### src/ehci_list_regs_defs.vh
/*
  Register offsets, field positions and reset values for the list pointer
  and port routing register slice.
  Assumes inclusion by bare name from the design files.
*/
`ifndef EHCI_LIST_REGS_DEFS_VH
`define EHCI_LIST_REGS_DEFS_VH

// ************************************
// offsets from the memory base address
// ************************************
`define PERIODIC_BASE_OFFSET 8'h34
`define ASYNC_PTR_OFFSET 8'h38
`define ROUTING_CFG_OFFSET 8'h60

// ************************************
// field positions
// ************************************
`define PERIODIC_BA_MSB 31
`define PERIODIC_BA_LSB 12
`define ASYNC_LINK_MSB 31
`define ASYNC_LINK_LSB 5
`define ROUTE_ALL_BIT 0
`define WIDE_ADDR_BIT 0

// ************************************
// reset values and root port count
// ************************************
`define PERIODIC_BASE_RESET 32'h00000000
`define ASYNC_PTR_RESET 32'h00000000
`define ROUTING_CFG_RESET 32'h00000000
`define NUM_ROOT_PORTS 2

`endif

### src/ehci_list_pointer_and_routing_regs.v
/*
  Operational register slice: periodic frame list base, asynchronous list
  pointer and port routing configuration, with wide address forming.
  Assumes a host register port that gives a byte offset with one-cycle
  read and write strobes, all inputs synchronous to SYS_CLK_I, a
  synchronous active high reset, and an upper segment selector value and
  wide addressing capability bit that come from elsewhere in the
  controller and stay steady while the pointers are in use.
*/
`timescale 1ns/1ns
`include "ehci_list_regs_defs.vh"
module ehci_list_pointer_and_routing_regs
(
  input wire SYS_CLK_I,
  input wire SRST_I,
  input wire [7:0] REG_ADDR_I,
  input wire REG_WR_I,
  input wire REG_RD_I,
  input wire [31:0] REG_WDATA_I,
  output wire [31:0] REG_RDATA_O,
  input wire [31:0] CAPABILITY_PARAMETERS_I,
  input wire [31:0] UPPER_SEGMENT_SELECTOR_I,
  output wire [63:0] PERIODIC_LIST_ADDR_O,
  output wire [63:0] ASYNC_QH_ADDR_O,
  output wire [1:0] PORT_ROUTE_HERE_O,
  output wire [1:0] PORT_ROUTE_COMPANION_O
);

  // ************************************
  // implemented bits and port count
  // ************************************
  // masks follow the field positions, so a moved field moves its mask
  localparam [31:0] periodic_mask =
    32'hFFFFFFFF << `PERIODIC_BA_LSB;

  localparam [31:0] async_mask =
    32'hFFFFFFFF << `ASYNC_LINK_LSB;
  localparam [31:0] routing_mask =
    32'h00000001 << `ROUTE_ALL_BIT;

  localparam integer port_count = `NUM_ROOT_PORTS;

  // ************************************
  // offset decode
  // ************************************
  wire hit_periodic;
  wire hit_async;
  wire hit_routing;

  assign hit_periodic = (REG_ADDR_I == `PERIODIC_BASE_OFFSET);
  assign hit_async = (REG_ADDR_I == `ASYNC_PTR_OFFSET);
  assign hit_routing = (REG_ADDR_I == `ROUTING_CFG_OFFSET);

  // ************************************
  // write strobes
  // ************************************
  // an unmapped offset matches no strobe, so its write is lost
  wire we_periodic;
  wire we_async;
  wire we_routing;
  wire [31:0] periodic_base;
  wire [31:0] async_list_pointer;
  wire [31:0] port_routing_config;

  assign we_periodic = REG_WR_I & hit_periodic;
  assign we_async = REG_WR_I & hit_async;
  assign we_routing = REG_WR_I & hit_routing;

  // ************************************
  // periodic frame list base
  // ************************************
  // reserved bits are dropped on write, so a careless driver cannot set them
  field_reg
  #(
    .MASK(periodic_mask),
    .RESET_VALUE(`PERIODIC_BASE_RESET)
  )
  periodic_frame_list_base
  (
    .clk_i(SYS_CLK_I),
    .srst_i(SRST_I),
    .we_i(we_periodic),
    .wdata_i(REG_WDATA_I),
    .q_o(periodic_base)
  );

  // ************************************
  // asynchronous list pointer
  // ************************************
  field_reg
  #(
    .MASK(async_mask),
    .RESET_VALUE(`ASYNC_PTR_RESET)
  )
  async_list_pointer_reg
  (
    .clk_i(SYS_CLK_I),
    .srst_i(SRST_I),
    .we_i(we_async),
    .wdata_i(REG_WDATA_I),
    .q_o(async_list_pointer)
  );

  // ************************************
  // port routing config
  // ************************************
  field_reg
  #(
    .MASK(routing_mask),
    .RESET_VALUE(`ROUTING_CFG_RESET)
  )
  port_routing_config_reg
  (
    .clk_i(SYS_CLK_I),
    .srst_i(SRST_I),
    .we_i(we_routing),
    .wdata_i(REG_WDATA_I),
    .q_o(port_routing_config)
  );

  // ************************************
  // read select
  // ************************************
  // unmapped offsets read zero; the async tail is masked again on the way out
  reg [31:0] read_select;

  always @*
  begin
    read_select = 32'h00000000;
    if (hit_periodic)
      read_select = periodic_base;
    if (hit_async)
      read_select = async_list_pointer & async_mask;
    if (hit_routing)
      read_select = port_routing_config;
  end

  // ************************************
  // read data
  // ************************************
  // held between reads; a read beside a write returns the older value
  reg [31:0] rdata_reg;
  reg [31:0] rdata_next;

  always @*
  begin
    rdata_next = rdata_reg;
    if (REG_RD_I)
      rdata_next = read_select;
  end

  always @(posedge SYS_CLK_I)
  begin
    if (SRST_I)
      rdata_reg <= 32'h00000000;
    else
      rdata_reg <= rdata_next;
  end

  assign REG_RDATA_O = rdata_reg;

  // ************************************
  // upper address word
  // ************************************
  wire wide_addressing_capability;
  wire [31:0] upper_word;

  assign wide_addressing_capability =
    CAPABILITY_PARAMETERS_I[`WIDE_ADDR_BIT];

  // the upper word is not latched, so it must not change under a live list
  assign upper_word = wide_addressing_capability ?
    UPPER_SEGMENT_SELECTOR_I : 32'h00000000;

  // ************************************
  // address words
  // ************************************
  // the low words carry the pointer fields; the zero tail gives alignment
  wire [31:0] periodic_addr_low;
  wire [31:0] async_addr_low;

  assign periodic_addr_low = periodic_base & periodic_mask;
  assign async_addr_low = async_list_pointer & async_mask;
  assign PERIODIC_LIST_ADDR_O = {upper_word, periodic_addr_low};
  assign ASYNC_QH_ADDR_O = {upper_word, async_addr_low};

  // ************************************
  // port routing
  // ************************************
  // no hold-off: routing follows the flag from the clock after the write
  wire route_all_ports_flag;
  wire [port_count-1:0] route_here;
  wire [port_count-1:0] route_companion;
  genvar p;

  assign route_all_ports_flag = port_routing_config[`ROUTE_ALL_BIT];

  generate
    for (p = 0; p < port_count; p = p + 1)
    begin : port_route
      assign route_here[p] = route_all_ports_flag;
      assign route_companion[p] = ~route_all_ports_flag;
    end
  endgenerate

  assign PORT_ROUTE_HERE_O = route_here;
  assign PORT_ROUTE_COMPANION_O = route_companion;

endmodule

### src/field_reg.v
/*
  One writable register with a fixed mask of implemented bits.
  Assumes a synchronous active high reset and a one-cycle write strobe.
*/
`timescale 1ns/1ns
module field_reg
#(
  parameter [31:0] MASK = 32'hFFFFFFFF,
  parameter [31:0] RESET_VALUE = 32'h00000000
)
(
  input wire clk_i,
  input wire srst_i,
  input wire we_i,
  input wire [31:0] wdata_i,
  output wire [31:0] q_o
);
  reg [31:0] value_reg;
  wire [31:0] value_next;

  // unimplemented bits never store, so they always read zero
  assign value_next = we_i ? (wdata_i & MASK) : value_reg;

  always @(posedge clk_i)
  begin
    if (srst_i)
      value_reg <= RESET_VALUE & MASK;
    else
      value_reg <= value_next;
  end

  assign q_o = value_reg;
endmodule

### config.mk
export PLATFORM = sky130hd
export DESIGN_NAME = ehci_list_pointer_and_routing_regs
export DESIGN_NICKNAME = d
export VERILOG_FILES = /design/src/ehci_list_pointer_and_routing_regs.v /design/src/field_reg.v
export VERILOG_INCLUDE_DIRS = /design/src
export SDC_FILE = /design/constraint.sdc
export NUM_CORES = 1
export LEC_CHECK = 0
export CORE_AREA = 2 2 105 107
export CTS_CLUSTER_DIAMETER = 100
export CTS_CLUSTER_SIZE = 14
export DETAILED_ROUTE_END_ITERATION = 6
export DIE_AREA = 0 0 107 109
export DONT_BUFFER_PORTS = 1
export REMOVE_ABC_BUFFERS = 1
export SLEW_MARGIN = 10
export SYNTH_ARGS = -nofsm -noshare
export SYNTH_HDL_FRONTEND = slang
export SYNTH_SLANG_ARGS = --single-unit
### constraint.sdc
create_clock -name SYS_CLK_I -period 1.8 [get_ports SYS_CLK_I]
set_clock_uncertainty 0.05 [all_clocks]
set_input_delay 0 -clock SYS_CLK_I [delete_from_list [all_inputs] [get_ports SYS_CLK_I]]
set_output_delay 0 -clock SYS_CLK_I [all_outputs]
set_load 0.01 [all_outputs]
==> results of run 1 <==
## cell type report
class | instances | area (µm²) | area share (%)
multi-input cells | 275 | 1840 | 43.2
flip-flops and latches | 76 | 1520 | 35.8
repair buffers | 55 | 556 | 13.1
well taps | 140 | 175 | 4.12
clock buffers | 10 | 128 | 3.00
clock inverters | 5 | 30.0 | 0.706
inverters | 1 | 3.75 | 0.0883
## routing by layer
layer	track usage (%)	up-vias	share of wire, %
met1	18.9	1300	36
li1	-	1317	-
met2	35.2	165	55
met5	0	-	0
met4	6.96	0	1.3
met3	6.58	18	7.9
## synth_stat cells, types with 2 or more instances
cell,instances,area (µm²)
a21oi_1,9,45.0
a22oi_1,19,143
and2_1,32,200
and3_1,2,12.5
and3b_1,2,17.5
buf_2,6,30.0
buf_4,57,428
buf_6,2,22.5
clkbuf_1,16,60.1
dfxtp_1,76,1520
mux2i_1,47,470
nand2_1,19,71.3
nand2b_1,83,519
nand3_1,2,10.0
nand4_1,8,50.1
nor2_1,2,7.51
nor4b_1,3,26.3
o21ai_0,19,95.1
## cells by family (layout without fill, tap and decap cells)
logic type,after synthesis,after routing,share of synthesized area (%)
simple gates,157,157,25.4
buf+inv,82,71,14.3
flops,76,76,39.9
compound gates,50,50,8.07
mux,47,47,12.3
other cells,1,21,0.0983
## worst max-delay path, cell delays in order
cell and delay (ns):
dlygate4sd3_1 0.55, nor4b_1 0.41, dlygate4sd3_1 0.64, a31oi_1 0.09
o21ba_2 0.20
## sequential cells by signal, summed over array words and instances (netlist names)
| signal | flops |
|---|---|
| REG_RDATA_O | 28 |
| async_list_pointer_reg.q_o | 27 |
| periodic_frame_list_base.q_o | 20 |
| port_routing_config_reg.q_o | 1 |
## metrics by stage
| step | hold WS, ns | worst slack, ns | TNS [ns] | cell area (µm²) |
|---|---|---|---|---|
| after detailed placement | 0.0296 | 0.475 | 0 | 3630 |
| after global placement | 0.0289 | 0.516 | 0 | 3630 |
| after floorplan | 0.0191 | -1.06 | -29.73 | 3350 |
| after global routing | 0.0486 | 0.00326 | 0 | 4250 |
| after CTS | 0.000269 | 0.0183 | 0 | 4240 |
| final | 0.0423 | 0.0998 | 0 | 4250 |
## where the power goes
group,leakage (nW),internal (mW),switching [mW]
clock network,0.0779,0.486,0.630
logic,0.921,0.129,0.174
registers,0.612,1.68,0.00200
## worst paths after layout
check / from / slack [ns] / to
hold reg to reg: REG_RDATA_O[30]$_SDFFE_PP0P_ / 0.47 / REG_RDATA_O[30]$_SDFFE_PP0P_
setup / recovery: REG_ADDR_I[7] / 0.1 / port_routing_config_reg.q_o[0]$_SDFFE_PP0P_
setup reg to reg: async_list_pointer_reg.q_o[9]$_SDFFE_PP0P_ / 0.39 / REG_RDATA_O[9]$_SDFFE_PP0P_
hold / removal: REG_ADDR_I[2] / 0.04 / REG_RDATA_O[31]$_SDFFE_PP0P_
## repair_timing
action | CTS | global route
hold buffers | 44 | 0
setup endpoints to repair | 0 | 6
endpoints found under the hold margin | 62 | 0
buffers inserted | 0 | 0
resized for setup | 0 | 2
==> flow_summary.toml, run 1 <==
[detailed_routing]
drt-initial-drc-count = 93
dr_total_vias = 2800
drc = 0
drtPass1Iterations = 4
routedWlPerCell_um = 19.2
wirelength_um = 10800
postRouteAntennaNets = 0
vias_per_cell = 4.98

[clocking]
clock-sinks = 76
cts_max_path_buffers = 2
clkTransAtPathRegs_ns = 0.08
cts_buffers = 9
cts-root-buf = "clkbuf_8"
cts_max_level = 3
cts_tree = "built"
clk_latency_ns = 0.35

[timing]
hold_viol = 0
finalCritPeriodShare_pct = 94.5
setup_violations = 0
rsz0062_at_grt = "false"
slew_headroom_pct = 60.3
fmax_mhz = 588
slew_violations = 0
period_needed_ns = 1.70
worst_pin_slew_ns = 0.594

[layout]
diodes = 0
final_core_util_pct = 40.1
fin_nets = 526
final_cells = 562
drive_above_1_share_pct = 7.58
area_growth_pct = 11.5
final_cell_mix = "nand2b_1 (83), dfxtp_1 (76), mux2i_1 (47)"
layout_commonest_cell = "nand2b_1"
fillCellCount = 1057

[global_routing]
grt_overflow = 0
grt_max_degree = 85
antenna_found_initial = 0
grt_pass1_wl_um = 16500
grt_pass1_vias = 2923
grt_usage_pct = 18.6

[yosys]
synth-async-reset-ratio_pct = 0
avgSynthCellArea_um2 = 9.24
synth_ff_type = "dfxtp_1"
synth.distinct_cells = 27
ys_seq_elements = 76
yosys_warnings = 0
synthCells = 413
netlist_area_mm2 = 0.00381
yosysSeqAreaShare_pct = 39.9
synth-edff-count = 0

[critical_path]
worst-path-max-fanout = 2
end_kind = "flop"
cp.arrival_ns = 1.89
criticalPathCategory = "in2reg"
worst_r2r_path_depth = 3
cp-start-kind = "primary input"
required_ns = 1.99

[floorplan]
fp.coreArea_mm2 = 0.0106
die_x_um = 107
rows = 38
io_pins = 272
dieArea_mm2 = 0.0117
die_y_um = 109
start_util_pct = 36.0

[outcome]
run_status = "finished clean"

[place]
dp.cells = 503
place_congestion = 0.716
port_buffers = 0
dp_hpwl_um = 7310

[power_and_ir_drop]
peakVddDrop_v = 0.000378
p_per_area_mw_per_mm2 = 729
fin_total_pwr_mw = 3.10
p_leak_nw = 1.61

[min_path]
min_path_type = "in2reg"
min_path_cells = 3

[job]
max-cap-violations = 0
No activity file was read; power rests on OpenSTA's default activity.
==> run 2: changes to the inputs <==
--- a/config.mk
+++ b/config.mk
@@ -6,12 +6,14 @@
 export SDC_FILE = /design/constraint.sdc
 export NUM_CORES = 1
 export LEC_CHECK = 0
-export CORE_AREA = 2 2 105 107
+export ABC_AREA = 1
+export CORE_AREA = 2 2 106 108
 export CTS_CLUSTER_DIAMETER = 100
 export CTS_CLUSTER_SIZE = 14
 export DETAILED_ROUTE_END_ITERATION = 6
-export DIE_AREA = 0 0 107 109
+export DIE_AREA = 0 0 108 110
 export DONT_BUFFER_PORTS = 1
+export HOLD_SLACK_MARGIN = 0.06
 export REMOVE_ABC_BUFFERS = 1
 export SLEW_MARGIN = 10
 export SYNTH_ARGS = -nofsm -noshare
==> run 2 against run 1 <==
  * Register-to-register slack got worse by 0.05 ns
  * Core utilization fell by 0.93 points
  * Combinational power increased by 1%
  * Flip-flop and latch count unchanged
  * Die area up 1.9%
  * Sequential share of layout area grew 0.52 points
  * Synthesized cell count rose by 33%
  * Power rose by 15%
  * Clock-buffer cell count is 1 lower
  * Worst hold slack improved by 0.036 ns
  * Sequential power barely moved
  * Final cell count up 23%
  * Critical path type unchanged
==> flow_summary.toml, run 2 <==
[min_path]
min_path_cells = 4
min_from = "REG_WR_I"
min_path_type = "in2reg"
min_to = "periodic_frame_list_base.q_o[14]$_SDFFE_PP0P_"

[clocking]
cts_tree = "built"
cts-root-buf = "clkbuf_8"
postCtsResizedCells = 0
clkTransAtPathRegs_ns = 0.09
postCtsHoldBufs = 45
clock-sinks = 76
cts_max_path_buffers = 2
cts_setup_buffers = 0
cts_max_level = 3
clk_latency_ns = 0.37
cts_buffers = 9

[yosys]
avgSynthCellArea_um2 = 6.82
netlist_area_mm2 = 0.00373
yosys.area.top_type = "dfxtp_1"
synthCells = 548
synth_commonest_cells = "nand2_1 (148), dfxtp_1 (76), nor2_1 (61)"
synth.distinct_cells = 21
ys_seq_elements = 76
yosys_warnings = 0
netlist.area_leader.share_pct = 40.7
synth_ff_type = "dfxtp_1"
yosysMostFrequentCell = "nand2_1"
synth-edff-count = 0
yosysSeqAreaShare_pct = 40.7
synthTopCellsByArea = "dfxtp_1 (41%), nand2_1 (15%), buf_4 (11%), nand3_1 (6.6%), a21oi_1 (6.4%)"
synth-async-reset-ratio_pct = 0

[global_routing]
grt_overflow = 0
grt_max_degree = 49
grt_usage_pct = 21.9
antenna_found_initial = 0
grt_pass1_wl_um = 19200
grt_pass1_vias = 3436

[detailed_routing]
drt-met1-wl_um = 4450
drc = 0
dr_total_vias = 3438
routedWlPerCell_um = 19.1
wl_met3_um = 1250
wirelength_um = 13200
vias_per_cell = 4.97
drtPass1Iterations = 4
wl_met2_um = 6900
top_layer = "met4"
drt-initial-drc-count = 221
postRouteAntennaNets = 0

[layout]
layout_commonest_cell = "nand2_1"
fillCellCount = 1119
drive_above_1_share_pct = 6.52
final_cell_mix = "nand2_1 (148), dfxtp_1 (76), nor2_1 (60)"
area_growth_pct = 12.2
largest_reg_flops = 28
diodes = 0
final_core_util_pct = 39.2
fin_nets = 655

[critical_path]
r2r-end = "REG_RDATA_O[31]$_SDFFE_PP0P_"
setup.worst_path.start = "REG_RD_I"
worst-path-max-fanout = 28
criticalPathCategory = "in2reg"
end_kind = "flop"
cpPeakStageDelay_ns = 0.58
required_ns = 2.07
r2r_slack_ns = 0.34
worst_r2r_path_depth = 5
cp.arrival_ns = 1.96
crit_chain = "dlygate4sd3_1, buf_12, inv_2, nand2_1, a21oi_1, dlygate4sd3_1"
cp_slowest_cell = "dlygate4sd3_1"
cp_common_cell = "dlygate4sd3_1"
r2r_start = "periodic_frame_list_base.q_o[31]$_SDFFE_PP0P_"
cp-start-kind = "primary input"

[power_and_ir_drop]
combinationalPowerShare_pct = 8.6
clockPowerShare_pct = 44.2
netSwitchingFraction_pct = 24.7
peakVddDrop_v = 0.000614
p_seq_share_pct = 47.2
p_per_area_mw_per_mm2 = 851
internal-power_mw = 2.69
p_leak_nw = 1.92
p_switching_mw = 0.882

[timing]
slew_violations = 0
fmax_mhz = 593
fin_ws_ns = 0.113
finalCritPeriodShare_pct = 93.7
worst_pin_slew_ns = 0.601
slew_headroom_pct = 59.9
rsz0062_at_grt = "false"
hold_viol = 0
period_needed_ns = 1.69
setup_violations = 0

[job]
max-cap-violations = 0

[place]
dpl_worst_slack_ns = 0.437
port_buffers = 0
dp_hpwl_um = 9170
place_congestion = 0.846

[floorplan]
start_util_pct = 34.9
fp.coreArea_mm2 = 0.0107
die_x_um = 108
io_pins = 272
dieArea_mm2 = 0.0119
die_y_um = 110
rows = 38

[outcome]
run_status = "finished clean"
==> run 2: changes by cell type in the layout (fill, tap and decap cells not counted), sizes merged, moves of 3 or more <==
cell,before,now
o21ai,19,28
and2,32,0
nand2,19,149
nand3,2,49
nand2b,83,0
mux2i,47,0
nor4b,4,0
nor2,2,64
a21oi,9,48
inv,1,46
bufinv,0,3
a22oi,19,0
nand4,8,0
==> run 2: cell families after synthesis <==
group	Yosys count	synth area share, %
flip-flops	76	40.7
AO/OA/AOI/OAI	77	10.4
buffers and inverters	132	20.0
AND/OR/NAND/NOR	262	28.7
other	1	0.100
==> run 2: worst max-delay path: cells and delay by family <==
family                 cells  cell delay [ns]
AOI/OAI and AO/OA          1             0.15
buffers and inverters      4             1.71
and+or+nand+nor            1             0.10
==> run 2: how the worst max path moves through the flow <==
stage | slack, ns | cells after the start | to
finish | 0.11 | 6 | REG_RDATA_O[11]$_SDFFE_PP0P_
global route | 0.02 | 6 | REG_RDATA_O[11]$_SDFFE_PP0P_
global placement | 0.48 | 7 | periodic_frame_list_base.q_o[25]$_SDFFE_PP0P_
floorplan | -0.29 | 7 | periodic_frame_list_base.q_o[12]$_SDFFE_PP0P_
CTS | 0.15 | 6 | REG_RDATA_O[11]$_SDFFE_PP0P_
detailed placement | 0.44 | 7 | periodic_frame_list_base.q_o[27]$_SDFFE_PP0P_
==> run 2: area by class of cell <==
class	count	area [µm²]	share of cell area, %
clock buffers	9	124	2.96
clock inverters	7	115	2.75
inverters	46	175	4.18
multi-input cells	360	1540	36.8
flip-flops and latches	76	1520	36.3
well taps	140	175	4.18
repair buffers	54	538	12.8
==> run 2: power groups by stage <==
stage | Sequential, mW | Clock, mW | Combinational [mW]
2_1_floorplan | 1.72 | 0 | 0.139
3_3_place_gp | 1.73 | 0 | 0.194
3_5_place_dp | 1.73 | 0 | 0.195
4_1_cts | 1.69 | 1.61 | 0.304
5_1_grt | 1.69 | 1.66 | 0.332
6_report | 1.69 | 1.58 | 0.307
==> run 2: through the flow <==
| step | TNS (ns) | std cells | power (mW) | hold WS (ns) | cell area, µm² |
|---|---|---|---|---|---|
| finish | 0 | 692 | 3.57 | 0.0782 | 4190 |
| global route | 0 | 692 | 3.68 | 0.0975 | 4190 |
| CTS | 0 | 692 | 3.60 | 0.0623 | 4190 |
| detailed placement | 0 | 631 | 1.92 | 0.0241 | 3480 |
| global placement | 0 | 631 | 1.92 | 0.0251 | 3480 |
| floorplan | -5.76 | 482 | 1.86 | 0.0191 | 3240 |
==> run 2: routing by layer <==
layer | global-route usage (%) | vias up
li1 | - | 1631
met1 | 20.7 | 1559
met2 | 40.6 | 214
met3 | 8.00 | 34
met4 | 13.2 | 0
met5 | 0 | -
==> run 3: changes to the inputs <==
--- a/config.mk
+++ b/config.mk
@@ -7,7 +7,9 @@
 export NUM_CORES = 1
 export LEC_CHECK = 0
 export ABC_AREA = 1
+export CAP_MARGIN = 20
 export CORE_AREA = 2 2 106 108
+export CTS_BUF_LIST = sky130_fd_sc_hd__clkbuf_2 sky130_fd_sc_hd__clkbuf_4 sky130_fd_sc_hd__clkbuf_8
 export CTS_CLUSTER_DIAMETER = 100
 export CTS_CLUSTER_SIZE = 14
 export DETAILED_ROUTE_END_ITERATION = 6
@@ -15,6 +17,7 @@
 export DONT_BUFFER_PORTS = 1
 export HOLD_SLACK_MARGIN = 0.06
 export REMOVE_ABC_BUFFERS = 1
+export SETUP_SLACK_MARGIN = 0.15
 export SLEW_MARGIN = 10
 export SYNTH_ARGS = -nofsm -noshare
 export SYNTH_HDL_FRONTEND = slang
==> run 3 against run 2 <==
  * Flip-flop and latch count is the same
  * Power hardly changed
  * Worst hold slack got worse by 0.0049 ns
  * Via count barely moved
  * Largest cell class unchanged
==> flow_summary.toml, run 3 (synthesis gave the netlist of run 2 again) <==
[clocking]
cts_max_path_buffers = 2
clk_latency_ns = 0.37
cts_buffers = 9
clock-sinks = 76
cts-root-buf = "clkbuf_8"
clkTransAtPathRegs_ns = 0.09
cts_tree = "built"
cts_max_level = 3

[min_path]
min_from = "REG_WR_I"
min_path_type = "in2reg"
min_to = "periodic_frame_list_base.q_o[14]$_SDFFE_PP0P_"
min_path_cells = 4

[critical_path]
criticalPathCategory = "in2reg"
r2r-end = "REG_RDATA_O[31]$_SDFFE_PP0P_"
worst-path-max-fanout = 3
r2r_slack_ns = 0.34
cp-start-kind = "primary input"
required_ns = 2.00
worst_r2r_path_depth = 5
cp.arrival_ns = 1.78
r2r_start = "periodic_frame_list_base.q_o[31]$_SDFFE_PP0P_"
end_kind = "flop"

[floorplan]
io_pins = 272
fp.coreArea_mm2 = 0.0107
rows = 38
start_util_pct = 34.9
die_x_um = 108
dieArea_mm2 = 0.0119
die_y_um = 110

[global_routing]
grt_overflow = 0
grt_usage_pct = 21.9
grt_busiest_layer = "met2"
grt_max_degree = 49
grt_pass1_wl_um = 19200
met2_usage_pct = 40.6
met1_usage_pct = 20.7
grt_pass1_vias = 3436
antenna_found_initial = 0
use_met3_pct = 8.00

[detailed_routing]
drc = 0
vias_per_cell = 4.97
dr_total_vias = 3436
drt-initial-drc-count = 213
wirelength_um = 13200
postRouteAntennaNets = 0
drtPass1Iterations = 4
routedWlPerCell_um = 19.0

[power_and_ir_drop]
p_leak_nw = 1.92
peakVddDrop_v = 0.000617
p_per_area_mw_per_mm2 = 851
fin_total_pwr_mw = 3.57

[timing]
setup_violations = 0
tns_ns = 0
slew_violations = 0
rsz0062_at_grt = "false"
hold_viol = 0
fin_hold_ws_ns = 0.0733
slew_headroom_pct = 60.0
worst_pin_slew_ns = 0.599
fmax_mhz = 633
finalCritPeriodShare_pct = 87.7
period_needed_ns = 1.58

[outcome]
run_status = "finished clean"

[layout]
final_cell_mix = "nand2_1 (148), dfxtp_1 (76), nor2_1 (59)"
fin_nets = 655
drive_above_1_share_pct = 6.70
diodes = 0
layout_commonest_cell = "nand2_1"
area_growth_pct = 12.4
largest_reg_flops = 28

[place]
dp_hpwl_um = 9170
port_buffers = 0
place_congestion = 0.846

[job]
max-cap-violations = 0
-- run 3: critical path, cell delays in order --
cell,delay [ns]
dlygate4sd3_1,0.54
nor2_1,0.10
nand2_1,0.07
nor2_2,0.18
dlygate4sd3_1,0.64
nor2_1,0.10
nand2_1,0.10
a21oi_1,0.06
-- run 3: report_power, final --
group / internal [mW] / switching (mW) / total, mW
clock network: 0.915 / 0.662 / 1.58
logic: 0.0904 / 0.216 / 0.307
registers: 1.68 / 0.00376 / 1.69
-- run 3: how the worst max path moves through the flow --
stage                     slack [ns]  cells past startpoint                                       endpoint           from
final                           0.22                      8                   REG_RDATA_O[25]$_SDFFE_PP0P_  REG_ADDR_I[3]
after floorplan                -0.29                      7  periodic_frame_list_base.q_o[12]$_SDFFE_PP0P_  REG_ADDR_I[0]
after global placement          0.48                      7  periodic_frame_list_base.q_o[25]$_SDFFE_PP0P_  REG_ADDR_I[0]
after CTS                       0.15                      6                   REG_RDATA_O[11]$_SDFFE_PP0P_       REG_RD_I
after detailed placement        0.44                      7  periodic_frame_list_base.q_o[27]$_SDFFE_PP0P_  REG_ADDR_I[0]
after global routing            0.17                      8                   REG_RDATA_O[25]$_SDFFE_PP0P_  REG_ADDR_I[0]
-- run 3: timing repair --
item	CTS	global route
endpoints found under the hold margin	76	0
gates resized for setup	0	3
setup endpoints to repair	0	3
setup buffers	0	0
hold buffers	45	0
-- run 3: routing by layer --
| metal | routed length (µm) | vias to the layer above |
|---|---|---|
| met4 | 629 | 0 |
| met2 | 6860 | 204 |
| met5 | 0 | - |
| met1 | 4410 | 1564 |
| li1 | - | 1633 |
| met3 | 1280 | 35 |
-- run 3: cell type report --
| cell class | count | area [µm²] |
|---|---|---|
| Clock buffer | 9 | 124 |
| Clock inverter | 7 | 115 |
| Fill cell | 1120 | 6500 |
| Inverter | 46 | 178 |
| Multi-Input combinational cell | 360 | 1550 |
| Sequential cell | 76 | 1520 |
| Tap cell | 140 | 175 |
| Timing Repair Buffer | 54 | 538 |
-- run 3: per-stage QoR --
| step | worst slack (ns) | instances | util (%) | instance area, µm² |
|---|---|---|---|---|
| finish | 0.221 | 692 | 39.2 | 4200 |
| global route | 0.174 | 692 | 39.2 | 4200 |
| CTS | 0.150 | 692 | 39.2 | 4190 |
| detailed placement | 0.437 | 631 | 32.5 | 3480 |
| global placement | 0.477 | 631 | 32.5 | 3480 |
| floorplan | -0.288 | 482 | - | 3240 |
